File: config.mk
export PLATFORM = sky130hd
export DESIGN_NAME = bmx_matrix
export DESIGN_NICKNAME = d
export VERILOG_FILES = /design/src/core/bmx_pkg.sv /design/src/core/bmx_arb_if.sv /design/src/core/bmx_arbiter.sv /design/src/core/bmx_matrix.sv
export VERILOG_INCLUDE_DIRS = /design/src /design/src/core
export SDC_FILE = /design/constraint.sdc
export NUM_CORES = 2
export LEC_CHECK = 0
export BUFFER_PORTS_ARGS = -buffer_cell sky130_fd_sc_hd__buf_2
export CAP_MARGIN = 5
export CORE_AREA = 5 5 344 346
export CTS_CLUSTER_DIAMETER = 80
export DETAILED_ROUTE_END_ITERATION = 8
export DIE_AREA = 0 0 349 351
export GPL_ROUTABILITY_DRIVEN = 1
export GPL_TIMING_DRIVEN = 0
export HOLD_SLACK_MARGIN = 0.08
export PLACE_DENSITY = 0.53
export SYNTH_ARGS = -nofsm -noshare
export SYNTH_HDL_FRONTEND = slang
export SYNTH_SLANG_ARGS = --single-unit
File: constraint.sdc
create_clock -name MCLK -period 3.6 [get_ports MCLK]
set_input_delay 0.18 -clock MCLK [delete_from_list [all_inputs] [get_ports MCLK]]
set_output_delay 0.18 -clock MCLK [all_outputs]
set_load 0.1 [all_outputs]
File: src/core/bmx_defines.svh
/*
  constants of the four-by-five bus matrix: port indices, address map,
  connectivity table and transfer occupancy counts.
  assumes inclusion by the package and the matrix files only.
*/
`ifndef BMX_DEFINES_SVH
`define BMX_DEFINES_SVH

// --------------------------------------------------------------
// port counts and master indices
// --------------------------------------------------------------
`define BMX_NUM_MST      4
`define BMX_NUM_SLV      5
`define BMX_MST_CPU_ID   2'h0
`define BMX_MST_CPU_SYS  2'h1
`define BMX_MST_DMA      2'h2
`define BMX_MST_CRC      2'h3

// --------------------------------------------------------------
// slave indices
// --------------------------------------------------------------
`define BMX_SLV_SRAM     3'h0
`define BMX_SLV_ROM      3'h1
`define BMX_SLV_FLASH    3'h2
`define BMX_SLV_EXTBUS   3'h3
`define BMX_SLV_BRIDGE   3'h4

// --------------------------------------------------------------
// address map, shared by every decoder
// --------------------------------------------------------------
`define BMX_SRAM_BASE    32'h2000_0000
`define BMX_SRAM_MASK    32'hf000_0000
`define BMX_ROM_BASE     32'h0080_0000
`define BMX_ROM_MASK     32'hffc0_0000
`define BMX_FLASH_BASE   32'h0040_0000
`define BMX_FLASH_MASK   32'hffc0_0000
`define BMX_EXTBUS_BASE  32'h6000_0000
`define BMX_EXTBUS_MASK  32'hf000_0000
`define BMX_BRIDGE_BASE  32'h4000_0000
`define BMX_BRIDGE_MASK  32'hf000_0000

// --------------------------------------------------------------
// wired paths, bit (slave*4 + master)
// --------------------------------------------------------------
`define BMX_CONN         32'h0006_e9de

// --------------------------------------------------------------
// dma bus occupancy in master clock cycles
// --------------------------------------------------------------
`define BMX_DMA_M2P_CYC  1
`define BMX_DMA_P2M_CYC  2

`endif

File: src/core/bmx_pkg.sv
/*
  types and shared decoding of the bus matrix.
  assumes bmx_defines.svh on the include path.
*/
`include "bmx_defines.svh"

package bmx_pkg;

  typedef logic [31:0]       bmx_addr_t;
  typedef logic [31:0]       bmx_data_t;
  typedef logic [1:0]        bmx_midx_t;
  typedef logic [2:0]        bmx_sidx_t;
  typedef logic [3:0]        bmx_mvec_t;
  typedef logic [4:0]        bmx_svec_t;
  typedef logic [3:0][31:0]  bmx_mbus_t;
  typedef logic [4:0][31:0]  bmx_sbus_t;

  typedef struct packed {
    logic      hit;
    bmx_sidx_t idx;
  } bmx_dec_t;

  // --------------------------------------------------------------
  // address decode, one map for all masters
  // --------------------------------------------------------------
  function automatic bmx_dec_t bmx_decode(bmx_addr_t a);
    bmx_dec_t d;
    d = '{hit: 1'b1, idx: `BMX_SLV_SRAM};
    if ((a & `BMX_SRAM_MASK) == `BMX_SRAM_BASE) d.idx = `BMX_SLV_SRAM;
    else if ((a & `BMX_ROM_MASK) == `BMX_ROM_BASE) d.idx = `BMX_SLV_ROM;
    else if ((a & `BMX_FLASH_MASK) == `BMX_FLASH_BASE) d.idx = `BMX_SLV_FLASH;
    else if ((a & `BMX_EXTBUS_MASK) == `BMX_EXTBUS_BASE) d.idx = `BMX_SLV_EXTBUS;
    else if ((a & `BMX_BRIDGE_MASK) == `BMX_BRIDGE_BASE) d.idx = `BMX_SLV_BRIDGE;
    else d.hit = 1'b0;
    return d;
  endfunction : bmx_decode

  // --------------------------------------------------------------
  // path table lookup
  // --------------------------------------------------------------
  function automatic logic bmx_wired(bmx_midx_t m, bmx_sidx_t s);
    logic [31:0] c;
    c = `BMX_CONN;
    return c[{s, m}];
  endfunction : bmx_wired

endpackage : bmx_pkg

File: src/core/bmx_arb_if.sv
/*
  link between the matrix core and one slave arbiter.
  assumes one instance per slave, all on the master clock.
*/
`timescale 1ns/1ns

interface bmx_arb_if;
  logic [3:0] req;
  logic       rr;
  logic       p2m;
  logic       done;
  logic       start;
  logic [1:0] pick;
  logic       busy;
  logic       hold;
  logic [1:0] owner;

  modport arb (input req, rr, p2m, done, output start, pick, busy, hold, owner);
  modport mtx (output req, rr, p2m, done, input start, pick, busy, hold, owner);
endinterface : bmx_arb_if

File: src/core/bmx_arbiter.sv
/*
  per-slave arbiter: fixed or round-robin choice among four masters,
  holds the slave until its answer, adds dma occupancy after writes to memory.
  assumes requests stay up until done and come from the master clock domain.
*/
`timescale 1ns/1ns
`include "bmx_defines.svh"

module bmx_arbiter (
  // clock and reset
  input wire logic clk,
  input wire logic rst_n,
  // matrix side
  bmx_arb_if.arb   ai
);
  import bmx_pkg::*;

  typedef struct packed {
    logic      busy;
    logic      hold;
    logic      p2m;
    bmx_midx_t owner;
    bmx_midx_t last;
  } bmx_arb_st_t;

  bmx_arb_st_t st_q;
  bmx_arb_st_t st_d;
  bmx_midx_t   pick;
  logic        start;

  // --------------------------------------------------------------
  // choice and occupancy
  // --------------------------------------------------------------
  always_comb begin
    logic      found;
    bmx_midx_t idx;
    found = 1'b0;
    idx   = 2'h0;
    pick  = 2'h0;
    for (int i = 0; i < `BMX_NUM_MST; i++) begin
      idx = ai.rr ? bmx_midx_t'(st_q.last + 2'(i) + 2'h1) : 2'(i);
      if (ai.req[idx] && !found) begin
        found = 1'b1;
        pick  = idx;
      end
    end
    start = !st_q.busy && !st_q.hold && (|ai.req);
    st_d  = st_q;
    if (st_q.busy && ai.done) begin
      st_d.busy = 1'b0;
      st_d.hold = st_q.p2m && (`BMX_DMA_P2M_CYC > `BMX_DMA_M2P_CYC);
    end else if (st_q.hold) begin
      st_d.hold = 1'b0;
    end else if (start) begin
      st_d.busy  = 1'b1;
      st_d.owner = pick;
      st_d.last  = pick;
      st_d.p2m   = ai.p2m && (pick == `BMX_MST_DMA);
    end
  end

  always_ff @(posedge clk or negedge rst_n) begin
    if (!rst_n) begin
      st_q <= '0;
    end else begin
      st_q <= st_d;
    end
  end

  assign ai.start = start;
  assign ai.pick  = pick;
  assign ai.busy  = st_q.busy;
  assign ai.hold  = st_q.hold;
  assign ai.owner = st_q.owner;

  // --------------------------------------------------------------
  // checks
  // --------------------------------------------------------------
  dma_extra_cycle_a : assert property (@(posedge clk) disable iff (!rst_n)
    st_q.busy && ai.done && st_q.p2m |=> st_q.hold && !st_q.busy ##1 !st_q.hold && !st_q.busy)
    else $error("dma write to memory did not occupy the slave one extra cycle");

  rr_next_master_a : assert property (@(posedge clk) disable iff (!rst_n)
    start && ai.rr && ai.req[2'(st_q.last + 2'h1)] |=> st_q.owner == $past(2'(st_q.last + 2'h1)))
    else $error("round robin skipped the next requesting master");

  grant_held_a : assert property (@(posedge clk) disable iff (!rst_n)
    st_q.busy && !ai.done |=> st_q.busy && st_q.owner == $past(st_q.owner))
    else $error("slave ownership changed before the answer");

endmodule : bmx_arbiter

File: src/core/bmx_matrix.sv
/*
  four-master, five-slave bus matrix with one decoder per master and one
  arbiter per slave; unwired paths and unmapped addresses answer with an error.
  assumes masters and slaves run on MCLK and masters hold a request until M_READY.
*/
`timescale 1ns/1ns
`include "bmx_defines.svh"

// Function
// - four masters run accesses at the same time whenever they target different free slaves.
// - each master has its own address decoder and all decoders use the same map.
// - each of the five slaves has its own arbiter whose policy is chosen per slave.
// - master 0 is the cpu instruction bus, 1 the cpu system bus, 2 the peripheral_dma_engine, 3 the crc_calc_unit.
// - slave 0 is sram, 1 rom, 2 flash, 3 the external bus interface and 4 the peripheral bridge.
// - the cpu instruction bus reaches only rom and flash.
// - the cpu system bus reaches sram, the external bus and the bridge, never rom or flash.
// - the peripheral_dma_engine reaches sram, rom, the external bus and the bridge, never flash.
// - the crc_calc_unit reaches sram, rom, flash and the external bus, never the bridge.
// - the peripherals behind the bridge run on master_clock, the clock of the matrix.
// - the peripheral_dma_engine holds a slave one cycle per memory-to-peripheral and two per peripheral-to-memory transfer.
module bmx_matrix (
  // master_clock and reset
  input  wire logic              MCLK,
  input  wire logic              RST_N,
  // arbitration policy, one bit per slave: 1 round robin, 0 fixed
  input  wire bmx_pkg::bmx_svec_t ARB_RR,
  // master request ports
  input  wire bmx_pkg::bmx_mvec_t M_VALID,
  input  wire bmx_pkg::bmx_mbus_t M_ADDR,
  input  wire bmx_pkg::bmx_mvec_t M_WRITE,
  input  wire bmx_pkg::bmx_mbus_t M_WDATA,
  input  wire logic              DMA_P2M,
  // master answer ports
  output wire bmx_pkg::bmx_mvec_t M_READY,
  output wire bmx_pkg::bmx_mvec_t M_ERR,
  output wire bmx_pkg::bmx_mbus_t M_RDATA,
  // slave ports
  output wire bmx_pkg::bmx_svec_t S_SEL,
  output wire bmx_pkg::bmx_sbus_t S_ADDR,
  output wire bmx_pkg::bmx_svec_t S_WRITE,
  output wire bmx_pkg::bmx_sbus_t S_WDATA,
  input  wire bmx_pkg::bmx_svec_t S_READY,
  input  wire bmx_pkg::bmx_sbus_t S_RDATA
);
  import bmx_pkg::*;

  typedef struct packed {
    bmx_sbus_t s_addr;
    bmx_sbus_t s_wdata;
    bmx_svec_t s_write;
    bmx_mbus_t m_rdata;
    bmx_mvec_t m_ready;
    bmx_mvec_t m_err;
    bmx_mvec_t pend;
  } bmx_mtx_st_t;

  bmx_mtx_st_t       st_q;
  bmx_mtx_st_t       st_d;
  bmx_dec_t          dec   [`BMX_NUM_MST];
  bmx_mvec_t         m_free;
  bmx_mvec_t         m_bad;
  logic [4:0][3:0]   req_w;
  bmx_svec_t         s_start;
  bmx_svec_t         s_busy;
  bmx_svec_t         s_hold;
  logic [4:0][1:0]   s_pick;
  logic [4:0][1:0]   s_owner;
  logic [3:0][4:0]   grant_m;

  // --------------------------------------------------------------
  // per-master decoders
  // --------------------------------------------------------------
  for (genvar m = 0; m < `BMX_NUM_MST; m++) begin : g_mst
    assign dec[m]    = bmx_decode(M_ADDR[m]);
    assign m_free[m] = M_VALID[m] && !st_q.pend[m] && !st_q.m_ready[m];
    assign m_bad[m]  = m_free[m] && !(dec[m].hit && bmx_wired(2'(m), dec[m].idx));
  end

  // --------------------------------------------------------------
  // per-slave arbiters
  // --------------------------------------------------------------
  bmx_arb_if ai [`BMX_NUM_SLV] ();

  for (genvar s = 0; s < `BMX_NUM_SLV; s++) begin : g_slv
    for (genvar m = 0; m < `BMX_NUM_MST; m++) begin : g_req
      // only wired paths ever raise a request
      assign req_w[s][m] = m_free[m] && dec[m].hit && dec[m].idx == 3'(s) &&
                           bmx_wired(2'(m), 3'(s));
    end
    assign ai[s].req  = req_w[s];
    assign ai[s].rr   = ARB_RR[s];
    assign ai[s].p2m  = DMA_P2M;
    assign ai[s].done = S_READY[s];
    assign s_start[s] = ai[s].start;
    assign s_pick[s]  = ai[s].pick;
    assign s_busy[s]  = ai[s].busy;
    assign s_hold[s]  = ai[s].hold;
    assign s_owner[s] = ai[s].owner;

    bmx_arbiter u_arb (
      .clk   (MCLK),
      .rst_n (RST_N),
      .ai    (ai[s])
    );
  end

  // --------------------------------------------------------------
  // routing and answers
  // --------------------------------------------------------------
  always_comb begin
    st_d         = st_q;
    st_d.m_ready = '0;
    st_d.m_err   = '0;
    for (int s = 0; s < `BMX_NUM_SLV; s++) begin
      if (s_start[s]) begin
        st_d.s_addr[s]          = M_ADDR[s_pick[s]];
        st_d.s_wdata[s]         = M_WDATA[s_pick[s]];
        st_d.s_write[s]         = M_WRITE[s_pick[s]];
        st_d.pend[s_pick[s]]    = 1'b1;
      end
      if (s_busy[s] && S_READY[s]) begin
        st_d.m_ready[s_owner[s]] = 1'b1;
        st_d.m_rdata[s_owner[s]] = S_RDATA[s];
        st_d.pend[s_owner[s]]    = 1'b0;
      end
    end
    for (int m = 0; m < `BMX_NUM_MST; m++) begin
      if (m_bad[m]) begin
        st_d.m_ready[m] = 1'b1;
        st_d.m_err[m]   = 1'b1;
        st_d.m_rdata[m] = 32'h0000_0000;
      end
    end
  end

  // bridge peripherals share this clock, no crossing on slave 4
  always_ff @(posedge MCLK or negedge RST_N) begin
    if (!RST_N) begin
      st_q <= '0;
    end else begin
      st_q <= st_d;
    end
  end

  assign S_SEL   = s_busy;
  assign S_ADDR  = st_q.s_addr;
  assign S_WDATA = st_q.s_wdata;
  assign S_WRITE = st_q.s_write;
  assign M_READY = st_q.m_ready;
  assign M_ERR   = st_q.m_err;
  assign M_RDATA = st_q.m_rdata;

  // --------------------------------------------------------------
  // checks
  // --------------------------------------------------------------
  for (genvar s = 0; s < `BMX_NUM_SLV; s++) begin : g_chk
    start_selects_a : assert property (@(posedge MCLK) disable iff (!RST_N)
      s_start[s] |=> S_SEL[s] && S_ADDR[s] == $past(M_ADDR[s_pick[s]]))
      else $error("granted request did not reach its slave next cycle");

    answer_routed_a : assert property (@(posedge MCLK) disable iff (!RST_N)
      S_SEL[s] && S_READY[s] |=> M_READY[$past(s_owner[s])] && !M_ERR[$past(s_owner[s])] &&
      M_RDATA[$past(s_owner[s])] == $past(S_RDATA[s]))
      else $error("slave answer not returned to its owner");

    path_wired_a : assert property (@(posedge MCLK) disable iff (!RST_N)
      S_SEL[s] |-> bmx_wired(s_owner[s], 3'(s)))
      else $error("slave selected over an unwired path");

    hold_blocks_a : assert property (@(posedge MCLK) disable iff (!RST_N)
      s_hold[s] |=> !S_SEL[s])
      else $error("slave granted during the dma extra cycle");

    request_stands_a : assert property (@(posedge MCLK) disable iff (!RST_N)
      S_SEL[s] && !S_READY[s] |=> S_SEL[s] && $stable(S_ADDR[s]) && $stable(S_WDATA[s]))
      else $error("slave request changed before its answer");
  end

  // --------------------------------------------------------------
  // per-master answer and grant checks
  // --------------------------------------------------------------
  for (genvar m = 0; m < `BMX_NUM_MST; m++) begin : g_mchk
    for (genvar s = 0; s < `BMX_NUM_SLV; s++) begin : g_gnt
      assign grant_m[m][s] = s_start[s] && s_pick[s] == 2'(m);
    end

    error_answer_a : assert property (@(posedge MCLK) disable iff (!RST_N)
      m_bad[m] |=> M_READY[m] && M_ERR[m] && M_RDATA[m] == 32'h0000_0000)
      else $error("unwired or unmapped access did not answer with an error");

    ready_pulse_a : assert property (@(posedge MCLK) disable iff (!RST_N)
      M_READY[m] |=> !M_READY[m])
      else $error("master answer stood longer than one cycle");

    single_grant_a : assert property (@(posedge MCLK) disable iff (!RST_N)
      $onehot0(grant_m[m]))
      else $error("one master granted by two slaves at once");
  end

  id_bus_paths_a : assert property (@(posedge MCLK) disable iff (!RST_N)
    !((S_SEL[0] || S_SEL[3] || S_SEL[4]) &&
      (s_owner[0] == 2'h0 && S_SEL[0] || s_owner[3] == 2'h0 && S_SEL[3] || s_owner[4] == 2'h0 && S_SEL[4])))
    else $error("instruction bus reached a forbidden slave");

  sys_bus_paths_a : assert property (@(posedge MCLK) disable iff (!RST_N)
    !(S_SEL[1] && s_owner[1] == 2'h1) && !(S_SEL[2] && s_owner[2] == 2'h1))
    else $error("system bus reached rom or flash");

  dma_no_flash_a : assert property (@(posedge MCLK) disable iff (!RST_N)
    !(S_SEL[2] && s_owner[2] == 2'h2))
    else $error("dma engine reached flash");

  crc_no_bridge_a : assert property (@(posedge MCLK) disable iff (!RST_N)
    !(S_SEL[4] && s_owner[4] == 2'h3))
    else $error("crc unit reached the bridge");

  same_decode_a : assert property (@(posedge MCLK) disable iff (!RST_N)
    M_ADDR[0] == M_ADDR[3] |-> dec[0] == dec[3])
    else $error("decoders disagree on one address");

  bad_errors_a : assert property (@(posedge MCLK) disable iff (!RST_N)
    m_bad[0] |=> M_READY[0] && M_ERR[0] ##1 !M_READY[0])
    else $error("bad access did not end with a one-cycle error");

endmodule : bmx_matrix

==> flow_metrics.tcl <==
set metrics [dict create \
    pre_cts_ws_ps -1170 \
    cp.required_ps 4070 \
    startpoint_type "register" \
    die_h_um 351 \
    start_util_pct 29.6 \
    overflow 0 \
    place_area_um2 40600 \
    cts_root_buffer "clkbuf_16" \
    hold_path_class "in2reg" \
    drive_above_1_share_pct 29.7 \
    grt_pass1_vias 37300 \
    rsz0062_at_grt "true" \
    rows 125 \
    antenna_left 0 \
    critical_path.max_fanout 10 \
    yosysSeqAreaShare_pct 36.0 \
    cts_sinks 490 \
    die-area_um2 122000 \
    max_freq_mhz 284 \
    synth_top_cell_by_area "dfrtp_1" \
    dr.first_iter.drc_count 4382 \
    outcome "complete, no violations" \
    grt_max_degree 107 \
    drt-pass1-iter-count 8 \
    gp_congestion 0.976 \
    vias_per_cell 5.51 \
    area_growth_pct 38.8 \
    ys.flop_type "dfrtp_1" \
    synth_common_cells "nor2_1, dfrtp_1, buf_4" \
    grt_usage_pct 31.4 \
    cts_tree "yes" \
    synth.net_count 4549 \
    setup_viol_count_final 0 \
    boundaryPins 903 \
    async_reset_ff_share_pct 100 \
    power.leakage_nw 24.8 \
    yosysMostFrequentCell "nor2_1" \
    dpl.hpwl_mm 152 \
    fin_crit_ps 3530 \
    synthCells 4088 \
    vias 39000 \
    cts_buffers 70 \
    wl_mm 203 \
    core-area_um2 115000 \
    drv_cap 0 \
    clock_path_buffers 3 \
    ys_ff_latch 490 \
    clkTransAtPathRegs_ps 60 \
    clock_latency_ps 680 \
    ys_types 78 \
    worstPathArrival_ps 4000 \
    hold_viol 0 \
    worst_pin_slew_ps 1160 \
    fin_crit_sh_pct 98.0 \
    end_kind "register" \
    syn-mean-instance-area_um2 8.33 \
    netlist_area_um2 34100 \
    p_per_area_nw_per_um2 722 \
    grt_antenna_before_repair 63 \
    die_width_um 349 \
    grt_pass1_wl_mm 280 \
    ctsHtreeMaxLevel 3 \
    finalMaxSlewViolations 0 \
    relSlewSlack_pct 22.3 \
    critPathKind "reg2reg" \
    yosys_warnings 0 \
    skew_ps 32.5 \
    fin_area_um2 47300 \
    synth.area.top_cells "dfrtp_1, mux2i_1, buf_4, a21oi_1, nor2_1" \
    drcViolationCount 0 \
    r2r_setup_slack_ps 70 \
    wl_per_cell_um 28.7 \
    fin_ws_ps 73.1 \
    peakVddDrop_v 0.000702 \
    nFillCells 11900 \
    whs_ps 122 \
    io_buffer_count 897 \
    yosysTopAreaCellShare_pct 36.0 \
    finish.net_count 5931 \
    synth_edf_count 0 \
]
stage by stage:
step / setup TNS [ps] / power, mW / std cells / utilization, %
2_1_floorplan: 0 / 22.6 / 4088 / -
4_1_cts: 0 / 34.1 / 7043 / 40.9
3_3_place_gp: -4679490 / 26.4 / 6509 / 35.2
3_5_place_dp: -165830 / 26.4 / 6515 / 35.3
5_1_grt: -3.81 / 35.1 / 7066 / 41.1
6_report: 0 / 34.1 / 7084 / 41.1
registers in the layout, indices dropped and copies added, names as in the netlist:
signal and count:
g_slv.u_arb.ai.busy 5, g_slv.u_arb.st_q 5, M_ERR 4, g_slv.u_arb.ai.owner 10, M_RDATA 128, st_q 4, S_WDATA 160, S_ADDR 160
M_READY 4, g_slv.u_arb.ai.hold 5, S_WRITE 5
final timing paths:
path,from,endpoint,cells after the start
setup / recovery,st_q[3]$_DFF_PN0_,S_ADDR[17]$_DFFE_PN0P_,11
hold / removal,M_ADDR[29],S_ADDR[157]$_DFFE_PN0P_,3
setup reg to reg,st_q[3]$_DFF_PN0_,S_ADDR[17]$_DFFE_PN0P_,11
hold reg to reg,S_WDATA[36]$_DFFE_PN0P_,S_WDATA[36]$_DFFE_PN0P_,1
max in group asynchronous,RST_N,S_WDATA[144]$_DFFE_PN0P_,7
min in group asynchronous,RST_N,M_RDATA[66]$_DFF_PN0_,3
critical path: stages (launching register included):
cell and delay (ps):
dfrtp_1 400, or3b_1 410, clkbuf_1 230, nor4b_2 360, a32o_1 180, a21oi_1 80, o21ai_0 200, a22o_1 190
buf_2 430, buf_2 460, mux2i_1 260, o221ai_1 140
repair_timing:
action / in CTS / in global routing
pin swaps: 0 / 1
hold buffers: 409 / 0
setup buffers: 0 / 3
cloned: 0 / 0
endpoints found under the hold margin: 674 / 0
resized for setup: 25 / 84
endpoints found under the setup margin: 253 / 290
kinds of logic after synthesis:
group | after synthesis | share of synthesized area (%)
buf+inv | 871 | 15.4
simple gates | 1040 | 12.5
mux | 445 | 13.1
compound gates | 1215 | 22.0
xor+xnor | 3 | 0.0771
flops | 490 | 36.0
fa+ha+maj | 24 | 0.881
placed cells by master (no fill, tap or decap), types with 6 or more instances in the layout:
master,netlist,final
buf_6,15,20
and3_1,20,20
buf_4,477,478
nor3_1,9,8
o221ai_1,122,122
o21ai_0,234,234
nor2_1,533,531
buf_2,54,940
dfrtp_1,490,489
nor2b_1,9,9
a21o_1,10,10
inv_1,77,77
o31ai_2,9,9
nand2_1,379,378
nand4_1,12,12
clkbuf_4,0,11
clkbuf_8,0,11
mux2i_1,443,443
clkbuf_16,0,71
o21ai_1,84,84
clkbuf_2,1,38
ha_1,24,24
diode_2,0,40
or3_1,8,8
a211oi_1,260,260
a21oi_1,431,430
clkbuf_1,227,207
nand3_1,30,28
clkinv_2,0,6
buf_1,20,15
dlygate4sd3_1,0,408
a31oi_1,8,8
nor4b_1,6,6
area by class of cell:
| type | instances | area (um2) | share of cell area (%) |
|---|---|---|---|
| clock buffer | 103 | 2010 | 4.24 |
| inverter | 77 | 289 | 0.611 |
| multi-input combinational | 2727 | 16600 | 35.2 |
| sequential | 490 | 12300 | 25.9 |
| antenna | 40 | 100 | 0.212 |
| clock inverter | 19 | 270 | 0.571 |
| timing repair buffer | 1315 | 8790 | 18.6 |
| tap | 1524 | 1910 | 4.03 |
| buffer | 789 | 5030 | 10.6 |
power breakdown:
group,total [mW],internal (mW),switching [mW]
clock network,7.15,4.17,2.97
registers,7.84,6.92,0.925
logic,19.1,4.50,14.6
routing by layer:
layer	up-vias	part of all wire, %	global-route usage [%]
met5	-	0.085	0
met4	26	5.6	15.1
met3	503	10	8.02
met2	2520	44	48.6
met1	19200	40	40.8
li1	16800	-	-
(Power assumes the default switching activity.)
